### config.mk
export PLATFORM = sky130hd
export DESIGN_NAME = lps_ctrl
export DESIGN_NICKNAME = d
export VERILOG_FILES = /design/src/rtl/lps_pkg.sv /design/src/rtl/lps_ctrl.sv
export SDC_FILE = /design/constraint.sdc
export NUM_CORES = 2
export LEC_CHECK = 0
export BUFFER_PORTS_ARGS = -buffer_cell sky130_fd_sc_hd__buf_2
export CORE_MARGIN = 4
export CORE_UTILIZATION = 55
export DETAILED_ROUTE_END_ITERATION = 8
export PLACE_DENSITY = 0.73
export SETUP_SLACK_MARGIN = 0.02
export SYNTH_ARGS = -nofsm -noshare
export SYNTH_HDL_FRONTEND = slang
export SYNTH_SLANG_ARGS = --single-unit
### constraint.sdc
create_clock -name core_clk -period 5 [get_ports core_clk]
set_input_delay 0.5 -clock core_clk [delete_from_list [all_inputs] [get_ports core_clk]]
set_output_delay 0.5 -clock core_clk [all_outputs]
set_load 0.01 [all_outputs]
### src/rtl/lps_pkg.sv
// Constants, register map and state codes for the two-phase start-up
// and protection controller.
// Assumes a 125 MHz core clock.
package lps_pkg;
  // --------------------------------------------------------------------
  // Timing
  // --------------------------------------------------------------------
  localparam int CLK_MHZ = 125;
  localparam int TICK_KHZ = 50;
  localparam int TICK_CYC = CLK_MHZ * 1000 / TICK_KHZ;
  localparam int PRE_ON_US = 20;
  localparam int PRE_ON_CYC = PRE_ON_US * CLK_MHZ;
  localparam int PRE_OFF_US = 100;
  localparam int PRE_OFF_CYC = PRE_OFF_US * CLK_MHZ;
  localparam int START_US = 100;
  localparam int START_CYC = START_US * CLK_MHZ;
  localparam int ZC_DLY_NS = 200;
  localparam int ZC_DLY_CYC = (ZC_DLY_NS * CLK_MHZ + 999) / 1000;
  localparam int DEAD_NS = 200;
  localparam int DEAD_CYC = (DEAD_NS * CLK_MHZ + 999) / 1000;
  localparam int HP_DEF_KHZ = 100;
  localparam int HP_DEF_CYC = CLK_MHZ * 1000 / (2 * HP_DEF_KHZ);
  localparam int HP_MIN_CYC = 4 * DEAD_CYC;
  localparam int RESTART_MS = 2000;
  localparam int RESTART_TICKS = RESTART_MS * TICK_KHZ;
  localparam int SLOW_MS = 40;
  localparam int SLOW_TICKS = SLOW_MS * TICK_KHZ;
  localparam int LIMIT_MS = 2000;
  localparam int LIMIT_TICKS = LIMIT_MS * TICK_KHZ;
  localparam int CAP_TRIES_DEF = 4;
  // --------------------------------------------------------------------
  // Current levels, 0.01 A per count
  // --------------------------------------------------------------------
  localparam int CUR_PER_A = 100;
  localparam int FAST_A = 50;
  localparam int SLOW_A = 35;
  localparam int LIMIT_A = 30;
  localparam int RES_A = 40;
  localparam logic [15:0] FAST_LIM = 16'(FAST_A * CUR_PER_A);
  localparam logic [15:0] SLOW_LIM = 16'(SLOW_A * CUR_PER_A);
  localparam logic [15:0] LIMIT_LIM = 16'(LIMIT_A * CUR_PER_A);
  localparam logic [15:0] RES_LIM = 16'(RES_A * CUR_PER_A);
  localparam logic [15:0] VREF_STEP = 16'h0002;
  // --------------------------------------------------------------------
  // Registers
  // --------------------------------------------------------------------
  localparam logic [7:0] OFS_CTRL = 8'h00;
  localparam logic [7:0] OFS_VTGT = 8'h04;
  localparam logic [7:0] OFS_SHON = 8'h08;
  localparam logic [7:0] OFS_SHOFF = 8'h0c;
  localparam logic [7:0] OFS_JUMP = 8'h10;
  localparam logic [7:0] OFS_PTHR = 8'h14;
  localparam logic [7:0] OFS_STAT = 8'h18;
  localparam logic [7:0] OFS_FLT = 8'h1c;
  localparam logic [7:0] OFS_PH0 = 8'h20;
  localparam logic [7:0] OFS_PH1 = 8'h24;
  localparam logic [7:0] OFS_VREF = 8'h28;
  localparam int C_RUN = 0;
  localparam int C_LATCH = 1;
  localparam int C_SR = 2;
  localparam int C_CLR = 3;
  localparam int FB_FAST = 0;
  localparam int FB_SLOW = 1;
  localparam int FB_LIM = 2;
  localparam int FB_CAP = 3;
  localparam int FB_PREV = 4;
  localparam int FB_INOC = 5;
  localparam int FB_OT = 6;
  localparam int NFLT = 7;
  localparam logic [2:0] CTRL_RST = 3'h0;
  localparam logic [15:0] VTGT_RST = 16'h1518;
  localparam logic [15:0] SHON_RST = 16'h0fa0;
  localparam logic [15:0] SHOFF_RST = 16'h0bb8;
  localparam logic [15:0] JUMP_RST = 16'h03e8;
  localparam logic [15:0] PTHR_RST = 16'h0019;
  localparam logic [1:0] RESP_OK = 2'h0;
  localparam logic [1:0] RESP_ERR = 2'h2;
  typedef enum logic [2:0] {
    SQ_IDLE = 3'b000,
    SQ_PRE_ON = 3'b001,
    SQ_PRE_OFF = 3'b010,
    SQ_CMP = 3'b011,
    SQ_RUN = 3'b100
  } lps_seq_t;
endpackage

### src/rtl/lps_ctrl.sv
// Two-phase resonant half-bridge controller: start sequence, second
// phase enable, capacitive mode guard and overcurrent protection.
// Assumes current samples come from on-chip converters on core_clk and
// zero-crossing comparators arrive as raw pins.
`timescale 1ns/10ps
`default_nettype none
module lps_ctrl #(
  parameter int PRE_OFF_CYC = lps_pkg::PRE_OFF_CYC,
  parameter int START_CYC = lps_pkg::START_CYC,
  parameter int RESTART_TICKS = lps_pkg::RESTART_TICKS,
  parameter int SLOW_TICKS = lps_pkg::SLOW_TICKS,
  parameter int LIMIT_TICKS = lps_pkg::LIMIT_TICKS,
  parameter int CAP_TRIES = lps_pkg::CAP_TRIES_DEF
) (
  // Clock, reset, enable
  input wire logic core_clk,
  input wire logic rst_b,
  input wire logic ce,
  // Register bus
  input wire logic [7:0] awaddr,
  input wire logic awvalid,
  output logic awready,
  input wire logic [31:0] wdata,
  input wire logic [3:0] wstrb,
  input wire logic wvalid,
  output logic wready,
  output logic [1:0] bresp,
  output logic bvalid,
  input wire logic bready,
  input wire logic [7:0] araddr,
  input wire logic arvalid,
  output logic arready,
  output logic [31:0] rdata,
  output logic [1:0] rresp,
  output logic rvalid,
  input wire logic rready,
  // Power stage sense
  input wire logic [1:0] zc_pos,
  input wire logic [15:0] i_out0,
  input wire logic [15:0] i_out1,
  input wire logic [15:0] res_cur0,
  input wire logic [15:0] res_cur1,
  input wire logic [1:0] res_valid,
  input wire logic ot_trip,
  // Power stage drive
  output logic [1:0] low_side_switch,
  output logic [1:0] high_side_switch,
  output logic [1:0] sync_rectifier,
  output logic [1:0] res_sample,
  output logic [15:0] vref,
  output logic bal_to_second
);
  typedef struct packed {
    lps_pkg::lps_seq_t [1:0] seq;
    logic [1:0][31:0] tmr;
    logic [1:0] hs, ls, sr, samp, side, pend, z1, z2, z3;
    logic [1:0][15:0] zcc, hp, dly, phc;
    logic [1:0][16:0] ph;
    logic [1:0][1:0] capz;
    logic [1:0][7:0] tries;
    logic [1:0][31:0] slow;
    logic [31:0] lim, rcnt, tick;
    logic ss_done, want2, bal;
    logic [15:0] vref;
    logic [16:0] tot_prev;
    logic [lps_pkg::NFLT-1:0] faults;
    logic [2:0] ctrl;
    logic [15:0] vtgt, shon, shoff, jump, pthr;
    logic awready, wready, bvalid, arready, rvalid;
    logic [1:0] bresp, rresp;
    logic [31:0] rdata;
  } lps_state_t;

  function automatic lps_state_t rst_val();
    lps_state_t s;
    s = '0;
    s.ctrl = lps_pkg::CTRL_RST;
    s.vtgt = lps_pkg::VTGT_RST;
    s.shon = lps_pkg::SHON_RST;
    s.shoff = lps_pkg::SHOFF_RST;
    s.jump = lps_pkg::JUMP_RST;
    s.pthr = lps_pkg::PTHR_RST;
    return s;
  endfunction

  localparam lps_state_t ST_RST = rst_val();

  function automatic logic is_map(input logic [7:0] a);
    case (a)
      lps_pkg::OFS_CTRL, lps_pkg::OFS_VTGT, lps_pkg::OFS_SHON,
      lps_pkg::OFS_SHOFF, lps_pkg::OFS_JUMP, lps_pkg::OFS_PTHR,
      lps_pkg::OFS_STAT, lps_pkg::OFS_FLT, lps_pkg::OFS_PH0,
      lps_pkg::OFS_PH1, lps_pkg::OFS_VREF: is_map = 1'b1;
      default: is_map = 1'b0;
    endcase
  endfunction

  function automatic logic [31:0] wmerge(input logic [31:0] old,
                                         input logic [31:0] nw,
                                         input logic [3:0] st);
    logic [31:0] r;
    r = old;
    for (int b = 0; b < 4; b++) begin
      if (st[b]) begin
        r[b*8 +: 8] = nw[b*8 +: 8];
      end
    end
    return r;
  endfunction

  lps_state_t q, d;
  logic [1:0][15:0] cur, res;
  assign cur = {i_out1, i_out0};
  assign res = {res_cur1, res_cur0};

  // ----------------------------------------------------------------------
  // Next state
  // ----------------------------------------------------------------------
  always_comb begin
    logic tick_now, fault_on, two_on, go, keep, edge_z, rise_z, wr, clr;
    logic prev_act, lim_act;
    logic [lps_pkg::NFLT-1:0] fset;
    logic [16:0] tot;
    logic [15:0] mon, mag;
    logic [31:0] wm;
    d = q;
    fset = '0;
    prev_act = 1'b0;
    clr = 1'b0;
    wm = '0;
    go = 1'b0;
    keep = 1'b0;
    edge_z = 1'b0;
    rise_z = 1'b0;
    wr = 1'b0;
    lim_act = 1'b0;
    tot = '0;
    mon = '0;
    mag = '0;
    d.samp = '0;
    tick_now = (q.tick == 32'(lps_pkg::TICK_CYC - 1));
    d.tick = tick_now ? 32'd0 : q.tick + 32'd1;
    fault_on = |q.faults;
    two_on = (q.seq[0] == lps_pkg::SQ_RUN) && (q.seq[1] == lps_pkg::SQ_RUN);
    for (int p = 0; p < 2; p++) begin
      d.z1[p] = zc_pos[p];
      d.z2[p] = q.z1[p];
      d.z3[p] = q.z2[p];
      edge_z = q.z2[p] ^ q.z3[p];
      rise_z = q.z2[p] & ~q.z3[p];
      // Phase two only follows a running phase one
      go = (p == 0) ? q.ctrl[lps_pkg::C_RUN]
                    : (q.seq[0] == lps_pkg::SQ_RUN) && q.want2;
      keep = (p == 0) ? q.ctrl[lps_pkg::C_RUN]
                      : (q.seq[0] != lps_pkg::SQ_IDLE) && q.want2;
      if (fault_on || !keep) begin
        d.seq[p] = lps_pkg::SQ_IDLE;
        d.hs[p] = 1'b0;
        d.ls[p] = 1'b0;
        d.sr[p] = 1'b0;
        d.tries[p] = '0;
        d.capz[p] = '0;
        d.slow[p] = '0;
      end else begin
        case (q.seq[p])
          lps_pkg::SQ_IDLE: begin
            d.hs[p] = 1'b0;
            d.ls[p] = 1'b0;
            d.sr[p] = 1'b0;
            if (go) begin
              d.seq[p] = lps_pkg::SQ_PRE_ON;
              d.tmr[p] = '0;
              d.ls[p] = 1'b1;
            end
          end
          lps_pkg::SQ_PRE_ON: begin
            d.tmr[p] = q.tmr[p] + 32'd1;
            if (q.tmr[p] + 32'd1 >= 32'(lps_pkg::PRE_ON_CYC)) begin
              d.seq[p] = lps_pkg::SQ_PRE_OFF;
              d.ls[p] = 1'b0;
              d.tmr[p] = '0;
            end
          end
          lps_pkg::SQ_PRE_OFF: begin
            d.tmr[p] = q.tmr[p] + 32'd1;
            if (q.tmr[p] + 32'd1 >= 32'(PRE_OFF_CYC)) begin
              d.seq[p] = lps_pkg::SQ_CMP;
              d.tmr[p] = '0;
              d.zcc[p] = '0;
              d.pend[p] = 1'b0;
              d.hp[p] = 16'(lps_pkg::HP_DEF_CYC);
              d.hs[p] = 1'b1;
            end
          end
          lps_pkg::SQ_CMP: begin
            d.tmr[p] = q.tmr[p] + 32'd1;
            d.zcc[p] = (&q.zcc[p]) ? q.zcc[p] : q.zcc[p] + 16'd1;
            if (edge_z) begin
              // Both off, then follow the new current sign after a delay
              d.hs[p] = 1'b0;
              d.ls[p] = 1'b0;
              d.pend[p] = 1'b1;
              d.dly[p] = '0;
              d.zcc[p] = '0;
              if (q.zcc[p] >= 16'(lps_pkg::HP_MIN_CYC)) begin
                d.hp[p] = q.zcc[p];
              end
            end else if (q.pend[p]) begin
              d.dly[p] = q.dly[p] + 16'd1;
              if (q.dly[p] + 16'd1 >= 16'(lps_pkg::ZC_DLY_CYC)) begin
                d.hs[p] = q.z2[p];
                d.ls[p] = ~q.z2[p];
                d.pend[p] = 1'b0;
              end
            end
            if (q.tmr[p] + 32'd1 >= 32'(START_CYC)) begin
              d.seq[p] = lps_pkg::SQ_RUN;
              d.tmr[p] = '0;
              d.side[p] = ~q.z2[p];
              d.phc[p] = '0;
              d.ph[p] = {1'b0, q.hp[p]};
            end
          end
          lps_pkg::SQ_RUN: begin
            // Replica timer: half period from the captured interval
            d.tmr[p] = q.tmr[p] + 32'd1;
            d.phc[p] = (&q.phc[p]) ? q.phc[p] : q.phc[p] + 16'd1;
            if (q.tmr[p] + 32'd1 >= 32'(q.hp[p])) begin
              d.tmr[p] = '0;
              d.side[p] = ~q.side[p];
              if (q.side[p]) begin
                d.phc[p] = '0;
              end
            end
            d.hs[p] = d.side[p] && (d.tmr[p] >= 32'(lps_pkg::DEAD_CYC));
            d.ls[p] = !d.side[p] && (d.tmr[p] >= 32'(lps_pkg::DEAD_CYC));
            d.samp[p] = (q.tmr[p] == 32'(q.hp[p] >> 1));
            d.sr[p] = q.ctrl[lps_pkg::C_SR] && q.ss_done;
            if (rise_z) begin
              d.ph[p] = {1'b0, q.phc[p]} - {1'b0, q.hp[p]};
            end
            if (tick_now) begin
              if (q.ss_done && cur[p] > lps_pkg::FAST_LIM) begin
                fset[lps_pkg::FB_FAST] = 1'b1;
              end
              d.slow[p] = (cur[p] > lps_pkg::SLOW_LIM) ? q.slow[p] + 32'd1
                                                       : 32'd0;
              if (d.slow[p] >= 32'(SLOW_TICKS)) begin
                fset[lps_pkg::FB_SLOW] = 1'b1;
              end
              if ($signed(q.ph[p]) <= 17'sd0) begin
                d.capz[p] = q.capz[p] + 2'd1;
                if (q.capz[p] != 2'd0) begin
                  fset[lps_pkg::FB_CAP] = 1'b1;
                end
              end else begin
                d.capz[p] = '0;
              end
              if ($signed(q.ph[p]) < $signed({1'b0, q.pthr})) begin
                prev_act = 1'b1;
                d.tries[p] = (&q.tries[p]) ? q.tries[p]
                                           : q.tries[p] + 8'd1;
                if (d.tries[p] >= 8'(CAP_TRIES)) begin
                  fset[lps_pkg::FB_PREV] = 1'b1;
                end
              end else begin
                d.tries[p] = '0;
              end
            end
          end
          default: begin
            d.seq[p] = lps_pkg::SQ_IDLE;
          end
        endcase
      end
      mag = res[p][15] ? 16'(-res[p]) : res[p];
      if (res_valid[p] && mag > lps_pkg::RES_LIM) begin
        fset[lps_pkg::FB_INOC] = 1'b1;
      end
    end
    // Shedding, current limit, reference ramp, once per tick
    tot = {1'b0, cur[0]} + {1'b0, cur[1]};
    mon = two_on ? cur[1] : cur[0];
    lim_act = (q.seq[0] == lps_pkg::SQ_RUN) && mon > lps_pkg::LIMIT_LIM;
    if (tick_now) begin
      d.tot_prev = tot;
      if (q.seq[0] != lps_pkg::SQ_RUN) begin
        d.want2 = 1'b0;
      end else if (tot >= {1'b0, q.shon} ||
                   (tot > q.tot_prev &&
                    tot - q.tot_prev > {1'b0, q.jump})) begin
        d.want2 = 1'b1;
      end else if (tot < {1'b0, q.shoff}) begin
        d.want2 = 1'b0;
      end
      d.bal = two_on && cur[0] > lps_pkg::LIMIT_LIM;
      d.lim = lim_act ? q.lim + 32'd1 : 32'd0;
      if (d.lim >= 32'(LIMIT_TICKS)) begin
        fset[lps_pkg::FB_LIM] = 1'b1;
      end
      if (q.seq[0] != lps_pkg::SQ_RUN || fault_on) begin
        d.vref = '0;
        d.ss_done = 1'b0;
      end else if (!q.ss_done) begin
        d.vref = q.vref + lps_pkg::VREF_STEP;
        if (d.vref >= q.vtgt) begin
          d.vref = q.vtgt;
          d.ss_done = 1'b1;
        end
      end else if (lim_act || prev_act) begin
        d.vref = (q.vref > lps_pkg::VREF_STEP) ?
                 q.vref - lps_pkg::VREF_STEP : 16'h0000;
      end else if (q.vref + lps_pkg::VREF_STEP < q.vtgt) begin
        d.vref = q.vref + lps_pkg::VREF_STEP;
      end else begin
        d.vref = q.vtgt;
      end
    end
    if (ot_trip) begin
      fset[lps_pkg::FB_OT] = 1'b1;
    end
    // Register bus, write
    d.awready = 1'b0;
    d.wready = 1'b0;
    if (awvalid && wvalid && !q.bvalid && !q.awready) begin
      d.awready = 1'b1;
      d.wready = 1'b1;
    end
    wr = q.awready && awvalid && wvalid;
    if (wr) begin
      d.bvalid = 1'b1;
      d.bresp = is_map(awaddr) ? lps_pkg::RESP_OK : lps_pkg::RESP_ERR;
      case (awaddr)
        lps_pkg::OFS_CTRL: begin
          wm = wmerge(32'(q.ctrl), wdata, wstrb);
          d.ctrl = wm[2:0];
          clr = wm[lps_pkg::C_CLR];
        end
        lps_pkg::OFS_VTGT: d.vtgt = 16'(wmerge(32'(q.vtgt), wdata, wstrb));
        lps_pkg::OFS_SHON: d.shon = 16'(wmerge(32'(q.shon), wdata, wstrb));
        lps_pkg::OFS_SHOFF: d.shoff = 16'(wmerge(32'(q.shoff), wdata, wstrb));
        lps_pkg::OFS_JUMP: d.jump = 16'(wmerge(32'(q.jump), wdata, wstrb));
        lps_pkg::OFS_PTHR: d.pthr = 16'(wmerge(32'(q.pthr), wdata, wstrb));
        default: d.bresp = d.bresp;
      endcase
    end else if (q.bvalid && bready) begin
      d.bvalid = 1'b0;
    end
    // Faults: set wins over clear; auto restart unless latched or overtemperature is set
    d.rcnt = '0;
    if (fault_on && !q.ctrl[lps_pkg::C_LATCH] &&
        !q.faults[lps_pkg::FB_OT]) begin
      d.rcnt = tick_now ? q.rcnt + 32'd1 : q.rcnt;
      if (d.rcnt >= 32'(RESTART_TICKS)) begin
        clr = 1'b1;
      end
    end
    d.faults = (clr ? '0 : q.faults) | fset;
    // Register bus, read
    d.arready = 1'b0;
    if (arvalid && !q.rvalid && !q.arready) begin
      d.arready = 1'b1;
    end
    if (q.arready && arvalid) begin
      d.rvalid = 1'b1;
      d.rresp = is_map(araddr) ? lps_pkg::RESP_OK : lps_pkg::RESP_ERR;
      case (araddr)
        lps_pkg::OFS_CTRL: d.rdata = 32'(q.ctrl);
        lps_pkg::OFS_VTGT: d.rdata = 32'(q.vtgt);
        lps_pkg::OFS_SHON: d.rdata = 32'(q.shon);
        lps_pkg::OFS_SHOFF: d.rdata = 32'(q.shoff);
        lps_pkg::OFS_JUMP: d.rdata = 32'(q.jump);
        lps_pkg::OFS_PTHR: d.rdata = 32'(q.pthr);
        lps_pkg::OFS_STAT: d.rdata = 32'({q.bal, q.want2, q.ss_done,
                                           q.seq[1], q.seq[0]});
        lps_pkg::OFS_FLT: d.rdata = 32'(q.faults);
        lps_pkg::OFS_PH0: d.rdata = {{15{q.ph[0][16]}}, q.ph[0]};
        lps_pkg::OFS_PH1: d.rdata = {{15{q.ph[1][16]}}, q.ph[1]};
        lps_pkg::OFS_VREF: d.rdata = 32'(q.vref);
        default: d.rdata = 32'h0000_0000;
      endcase
    end else if (q.rvalid && rready) begin
      d.rvalid = 1'b0;
    end
  end

  // ----------------------------------------------------------------------
  // State register
  // ----------------------------------------------------------------------
  always_ff @(posedge core_clk or negedge rst_b) begin
    if (!rst_b) begin
      q <= ST_RST;
    end else if (ce) begin
      q <= d;
    end
  end

  assign awready = q.awready;
  assign wready = q.wready;
  assign bvalid = q.bvalid;
  assign bresp = q.bresp;
  assign arready = q.arready;
  assign rvalid = q.rvalid;
  assign rresp = q.rresp;
  assign rdata = q.rdata;
  assign low_side_switch = q.ls;
  assign high_side_switch = q.hs;
  assign sync_rectifier = q.sr;
  assign res_sample = q.samp;
  assign vref = q.vref;
  assign bal_to_second = q.bal;
endmodule
`default_nettype wire

### After elaboration in Yosys (flattened, before gate mapping)

Cells that the tools add are included.

| operators by class | value |
|---|---|
| $add $sub $neg | 25 |
| $lt $le $gt $ge | 37 |
| eq/ne operators | 60 |
| muxes and demuxes | 215 |
| bitwise gates (word level) | 13 |
| reduce and logical (&&, ||, !) cells | 122 |

Operators with widths:

| operator | number |
|---|---|
| 32-bit 2-to-1 mux | 24 |
| 16-bit 2-to-1 mux | 31 |
| 32-bit case mux with 11 select lines | 1 |
| 32-bit case mux with 4 select lines | 2 |
| 32-bit by 1-bit adder with 32-bit output (second input constant) | 7 |
| 16-bit case mux with 2 select lines | 6 |
| 16-bit by 1-bit adder with 16-bit output (second input constant) | 6 |
| 16-bit by 12-bit greater-than comparator with 1-bit output (second input constant) | 6 |
| 1-bit 2-to-1 mux | 88 |
| 8-bit 2-to-1 mux | 10 |
| 4-bit AND reduction | 19 |
| 17-bit 2-to-1 mux | 4 |
| 17-bit case mux with 2 select lines | 2 |
| 32-bit by 15-bit == test with 1-bit output | 2 |
| 8-bit by 5-bit == test with 1-bit output (second input constant) | 8 |
| 32-bit by 11-bit greater-or-equal comparator with 1-bit output (second input constant) | 2 |
| 32-bit by 12-bit greater-or-equal comparator with 1-bit output (second input constant) | 2 |
| 32-bit by 14-bit greater-or-equal comparator with 1-bit output (second input constant) | 2 |
| 32-bit by 16-bit greater-or-equal comparator with 1-bit output | 2 |
| 32-bit by 17-bit greater-or-equal comparator with 1-bit output (second input constant) | 2 |
| 32-bit by 5-bit greater-or-equal comparator with 1-bit output (second input constant) | 2 |
| 16-bit AND reduction | 4 |
| 8-bit by 6-bit == test with 1-bit output (second input constant) | 6 |
| 2-bit 2-to-1 mux | 23 |
| other kinds (58) | 211 |

| storage, ports and cells | value |
|---|---|
| register bits | 597 |
| bits of input ports | 129 |
| output and inout port bits | 66 |

### Logic depth before layout (Yosys ltp)

| depth | value |
|---|---|
| word-level depth | 14 |
| depth in mapped cells | 25 |
| mapped depth without buffers | 25 |

### Worst setup path before layout

Ideal clock, no wire load.

| path | value |
|---|---|
| path kind | in2reg |
| start | input port i_out0[1] |
| end | register q[165] (netlist bit) |
| library setup time | 128 ps |
| arrival time | 4918 ps |
| data required time | 4872 ps |
| slack | -46 ps |
| cell stages on the path | 24 |
| path buffers | 0 |
| cells stage by stage | ha_1 > a21o_1 > a21oi_1 > o21ai_0 > a21oi_1 > o21bai_1 > a21oi_1 > xnor2_1 > ha_1 > and3_1 > a221oi_1 > nor2_1 > a41o_1 > o41ai_1 > o211ai_1 > nor3_1 > nor2_1 > xor2_1 > ha_1 > a2111oi_0 > o2111ai_1 > a21oi_1 > a211o_1 > a21oi_1 |

| on the way | value |
|---|---|
| cells in the longest elaborated chain, start to end | 7 |

Ends and longest elaborated chain:

| element | RTL line | text |
|---|---|---|
| from (decl) | lps_ctrl.sv:39 | `input wire logic [15:0] i_out0,` |
| 16-bit by 16-bit adder with 17-bit output * | lps_ctrl.sv:282 | `tot = {1'b0, cur[0]} + {1'b0, cur[1]};` |
| 17-bit subtractor | lps_ctrl.sv:291 | `tot - q.tot_prev > {1'b0, q.jump})) begin` |
| 17-bit by 16-bit greater-than comparator with 1-bit output | lps_ctrl.sv:291 |  |
| 1-bit logical AND | lps_ctrl.sv:290 | `(tot > q.tot_prev &&` |
| 1-bit logical OR | lps_ctrl.sv:289 | `end else if (tot >= {1'b0, q.shon} \|\|` |
| 3-bit nonzero test (no source line) or 1-bit 2-to-1 mux (tied branches) | n/a |  |
| 3-bit AND reduction (no source line) or 1-bit 2-to-1 mux (tied branches) | n/a |  |
| to (signal assigned) | lps_ctrl.sv:392 | `q <= ST_RST;` |
| to (signal assigned) | lps_ctrl.sv:394 | `q <= d;` |
| to (decl) | lps_ctrl.sv:111 | `lps_state_t q, d;` |

Mark *: on every way between the ends. The rest lies on a longest branch, timed or not.
A chain may end at the register's enable or synchronous reset.

### Worst setup path in the final report

Same ends and word-level chain as after synthesis.

==> impl_metrics.json <==
{
  "status": "completed",
  "routabilityCongestion": 0.967,
  "clk_pin_slew_ns": 0.06,
  "period_needed_ns": 4.55,
  "start_util_pct": 55.9,
  "grt_max_degree": 133,
  "fin_cells": 5977,
  "grt_use_total_pct": 30.4,
  "max_freq_mhz": 220,
  "seq_area_um2": 14500,
  "n_fill_cell": 6269,
  "drv_slew": 0,
  "grt_pass1_vias": 35110,
  "max_cap_violations": 0,
  "die_w_um": 278,
  "ys.warnings.count": 0,
  "die_area_um2": 77500,
  "drtPass1Iterations": 7,
  "routedWlPerCell_um": 20.3,
  "r2r_setup_slack_ns": 0.54,
  "synthXorXnorAreaFrac_pct": 4.33,
  "synth_edf_count": 0,
  "netlist_area_um2": 40200,
  "syn_inst": 4870,
  "portBuffers": 174,
  "start_kind": "input port",
  "p_per_area_nw_per_um2": 253,
  "criticalPathCategory": "in -> reg",
  "antenna_found_initial": 3,
  "rsz0062_at_grt": "no",
  "cts_root_buffer": "clkbuf_16",
  "hp-class": "in -> reg",
  "synthMuxAreaShare_pct": 1.71,
  "synth.distinct_cells": 98,
  "synth-simple-area-share_pct": 23.3,
  "die_h_um": 278,
  "clkSinkCount": 579,
  "remaining_drc_errors": 0,
  "end_kind": "flop",
  "max-slew-margin-rel_pct": 18.9,
  "area_delta_synth_final_pct": 10.6,
  "io_pins": 195,
  "power_leakage_nw": 19.8,
  "synth_top_family_by_area": "simple AND/OR/NAND/NOR gates",
  "post_drt_via_cell_ratio": 6.33,
  "reg2regPathDepth": 17,
  "overflow": 0,
  "fin_hold_ws_ns": 0.122,
  "min_to": "d[512]$_DFFE_PN0P_",
  "totalWireLength_um": 122000,
  "synth_top_flop_cell": "dfrtp_1",
  "synthArstFlopShare_pct": 100,
  "final_core_util_pct": 61.8,
  "hold_path_depth": 2,
  "arrival_ns": 5.05,
  "postRouteAntennaNets": 0,
  "worstReg2RegStart": "vref[4]$_DFFE_PN0P_",
  "clock_path_buffers": 3,
  "crit_required_ns": 5.50,
  "cts-buffers-inserted": 69,
  "grt_pass1_wl_um": 193000,
  "vias": 37841,
  "first_iter_violations": 3710,
  "multi_input_area_um2": 23500,
  "cts_tree": "done",
  "post-cts-setup-buffers": 0,
  "hold_start": "zc_pos[1]",
  "synth-compound-area-share_pct": 21.8,
  "tns_ns": 0,
  "hold_viol_final": 0,
  "dp_hpwl_um": 89000,
  "tightest_slew_ns": 1.19,
  "ys_seq_elements": 579,
  "setup_viol": 0,
  "r2r_end": "vref[13]$_DFFE_PN0P_",
  "ir_drop_mv": 0.256,
  "clk_latency_ns": 0.62,
  "std_cell_rows": 98,
  "syn_area_per_cell_um2": 8.26,
  "finClkSkew_ns": 0.0272,
  "final_layout_size_suffix_gt1_share_pct": 11.3,
  "synth_adder_area_share_pct": 7.04,
  "post-route-period-util_pct": 91.0,
  "dp_cells": 5847,
  "cp_max_fo": 3,
  "core_area_um2": 72000,
  "htreeDepth": 3,
  "final_nets": 5322,
  "ys_seq_area_share_pct": 36.1
}
## where the power goes
group / internal (W) / switching, W
registers: 0.00474 / 0.0000401
clock network: 0.00320 / 0.00207
logic: 0.000503 / 0.000692
total: 0.00844 / 0.00281
## metrics by stage
step | setup slack, ns | power, W | area, um^2
2_1_floorplan | 0.107 | 0.00548 | 40200
3_3_place_gp | -0.454 | 0.00603 | 42100
3_5_place_dp | -0.512 | 0.00604 | 42100
4_1_cts | 0.117 | 0.0113 | 44500
5_1_grt | 0.0876 | 0.0116 | 44500
6_report | 0.448 | 0.0112 | 44500
## worst max-delay path, stage by stage
cell,delay [ns]
buf_2,0.11
ha_1,0.29
a21o_1,0.18
a21oi_2,0.17
o21ai_1,0.11
a21oi_2,0.16
o21bai_1,0.08
a21oi_1,0.17
xnor2_1,0.16
ha_1,0.28
and3_1,0.20
a221oi_1,0.29
nor2_1,0.06
a41o_1,0.23
o41ai_2,0.23
buf_4,0.18
o211ai_1,0.13
nor3_2,0.16
nor2_1,0.08
xor2_1,0.15
ha_1,0.22
a2111oi_2,0.31
buf_4,0.16
o2111ai_1,0.10
a21oi_1,0.16
a211o_1,0.13
a21oi_1,0.06
## per-layer routing
layer  global-route usage [%]  up-vias  share of wire (%)
met2                     46.9     1526                 44
li1                         -    17941                  -
met5                        0        -             0.0099
met3                     5.47      306                8.2
met1                     42.5    18066                 43
met4                     12.4        2                4.5
## cells by family (layout without fill, tap and decap cells)
family	Yosys count	in the layout
DFF	579	579
buffers and inverters	526	679
and+or+nand+nor	1893	1893
other	1	5
xor gates and xnor gates	199	199
adders and majority gates	224	224
muxes	64	64
AOI/OAI and AO/OA	1384	1384
## worst max path at each step
stage,startpoint,endpoint,slack [ns],cells after the start
after floorplan,i_out0[1],q[165]$_DFFE_PN0P_,0.11,24
after detailed placement,i_out0[1],q[165]$_DFFE_PN0P_,-0.51,27
after global placement,i_out0[1],q[165]$_DFFE_PN0P_,-0.45,27
after global routing,i_out0[1],q[165]$_DFFE_PN0P_,0.09,27
after CTS,i_out0[1],q[165]$_DFFE_PN0P_,0.12,27
final,i_out0[1],q[165]$_DFFE_PN0P_,0.45,27
## flip-flops by register name, summed over array words and instances, names as in the netlist
signal and flops:
high_side_switch 2, bal_to_second 1, rvalid 1, bvalid 1, d 4, rdata 17, arready 1, rresp 1
q 527, low_side_switch 2, awready 1, sync_rectifier 2, res_sample 2, bresp 1, vref 16
## placed cells by master, fill, tap and decap left out, drive strengths merged, types with 50 or more instances in the layout
cell type  instances
o21ai            528
o31ai             99
clkbuf           107
inv              228
a31oi             76
nor3             153
dfrtp            552
buf              326
nor2b             51
nor2             330
nand2            587
and2              59
a21o              50
xor2              69
nand4            128
nor4              80
a22o              56
a21oi            225
and3              89
nand3            204
ha               220
xnor2            130
nand2b            63
## area by class of cell
type | instances | share of cell area, %
Multi-Input combinational cell | 3766 | 52.8
Sequential cell | 579 | 32.7
Clock buffer | 107 | 4.71
Timing Repair Buffer | 327 | 4.65
Tap cell | 950 | 2.67
Inverter | 226 | 1.91
Clock inverter | 19 | 0.608
Antenna cell | 3 | 0.0169
## timing repair
action	CTS	global route
endpoints found under the hold margin	73	0
hold buffers	1	0
setup endpoints to repair	0	1
gates resized for setup	0	6
## synthesized netlist by cell type, types with 21 or more instances
cell type  instances  area, um^2
o21ai_0          470        2350
buf_2             34         170
a21oi_1          225        1130
xor2_1            69         604
nor2b_1           51         319
or3_1             43         269
dfrtp_1          552       13800
inv_1            225         845
o31ai_1           98         736
a22oi_1           46         345
o22ai_1           21         131
o21a_1            33         248
and2_1            58         363
o21ai_1           58         290
dfstp_2           27         709
nand3_1          203        1020
buf_4             66         495
clkbuf_1         179         672
and4_1            28         245
mux2_2            37         417
nor3_1           148         741
nand2b_1          63         394
nand4_1          126         788
ha_1             220        2750
nor4_1            75         469
nor2_1           329        1230
mux2i_1           25         250
a21o_1            50         375
and3_1            89         557
nand2_1          585        2200
a31oi_1           76         475
a22o_1            56         490
xnor2_1          130        1140
Power figures use the tool's default switching activity.
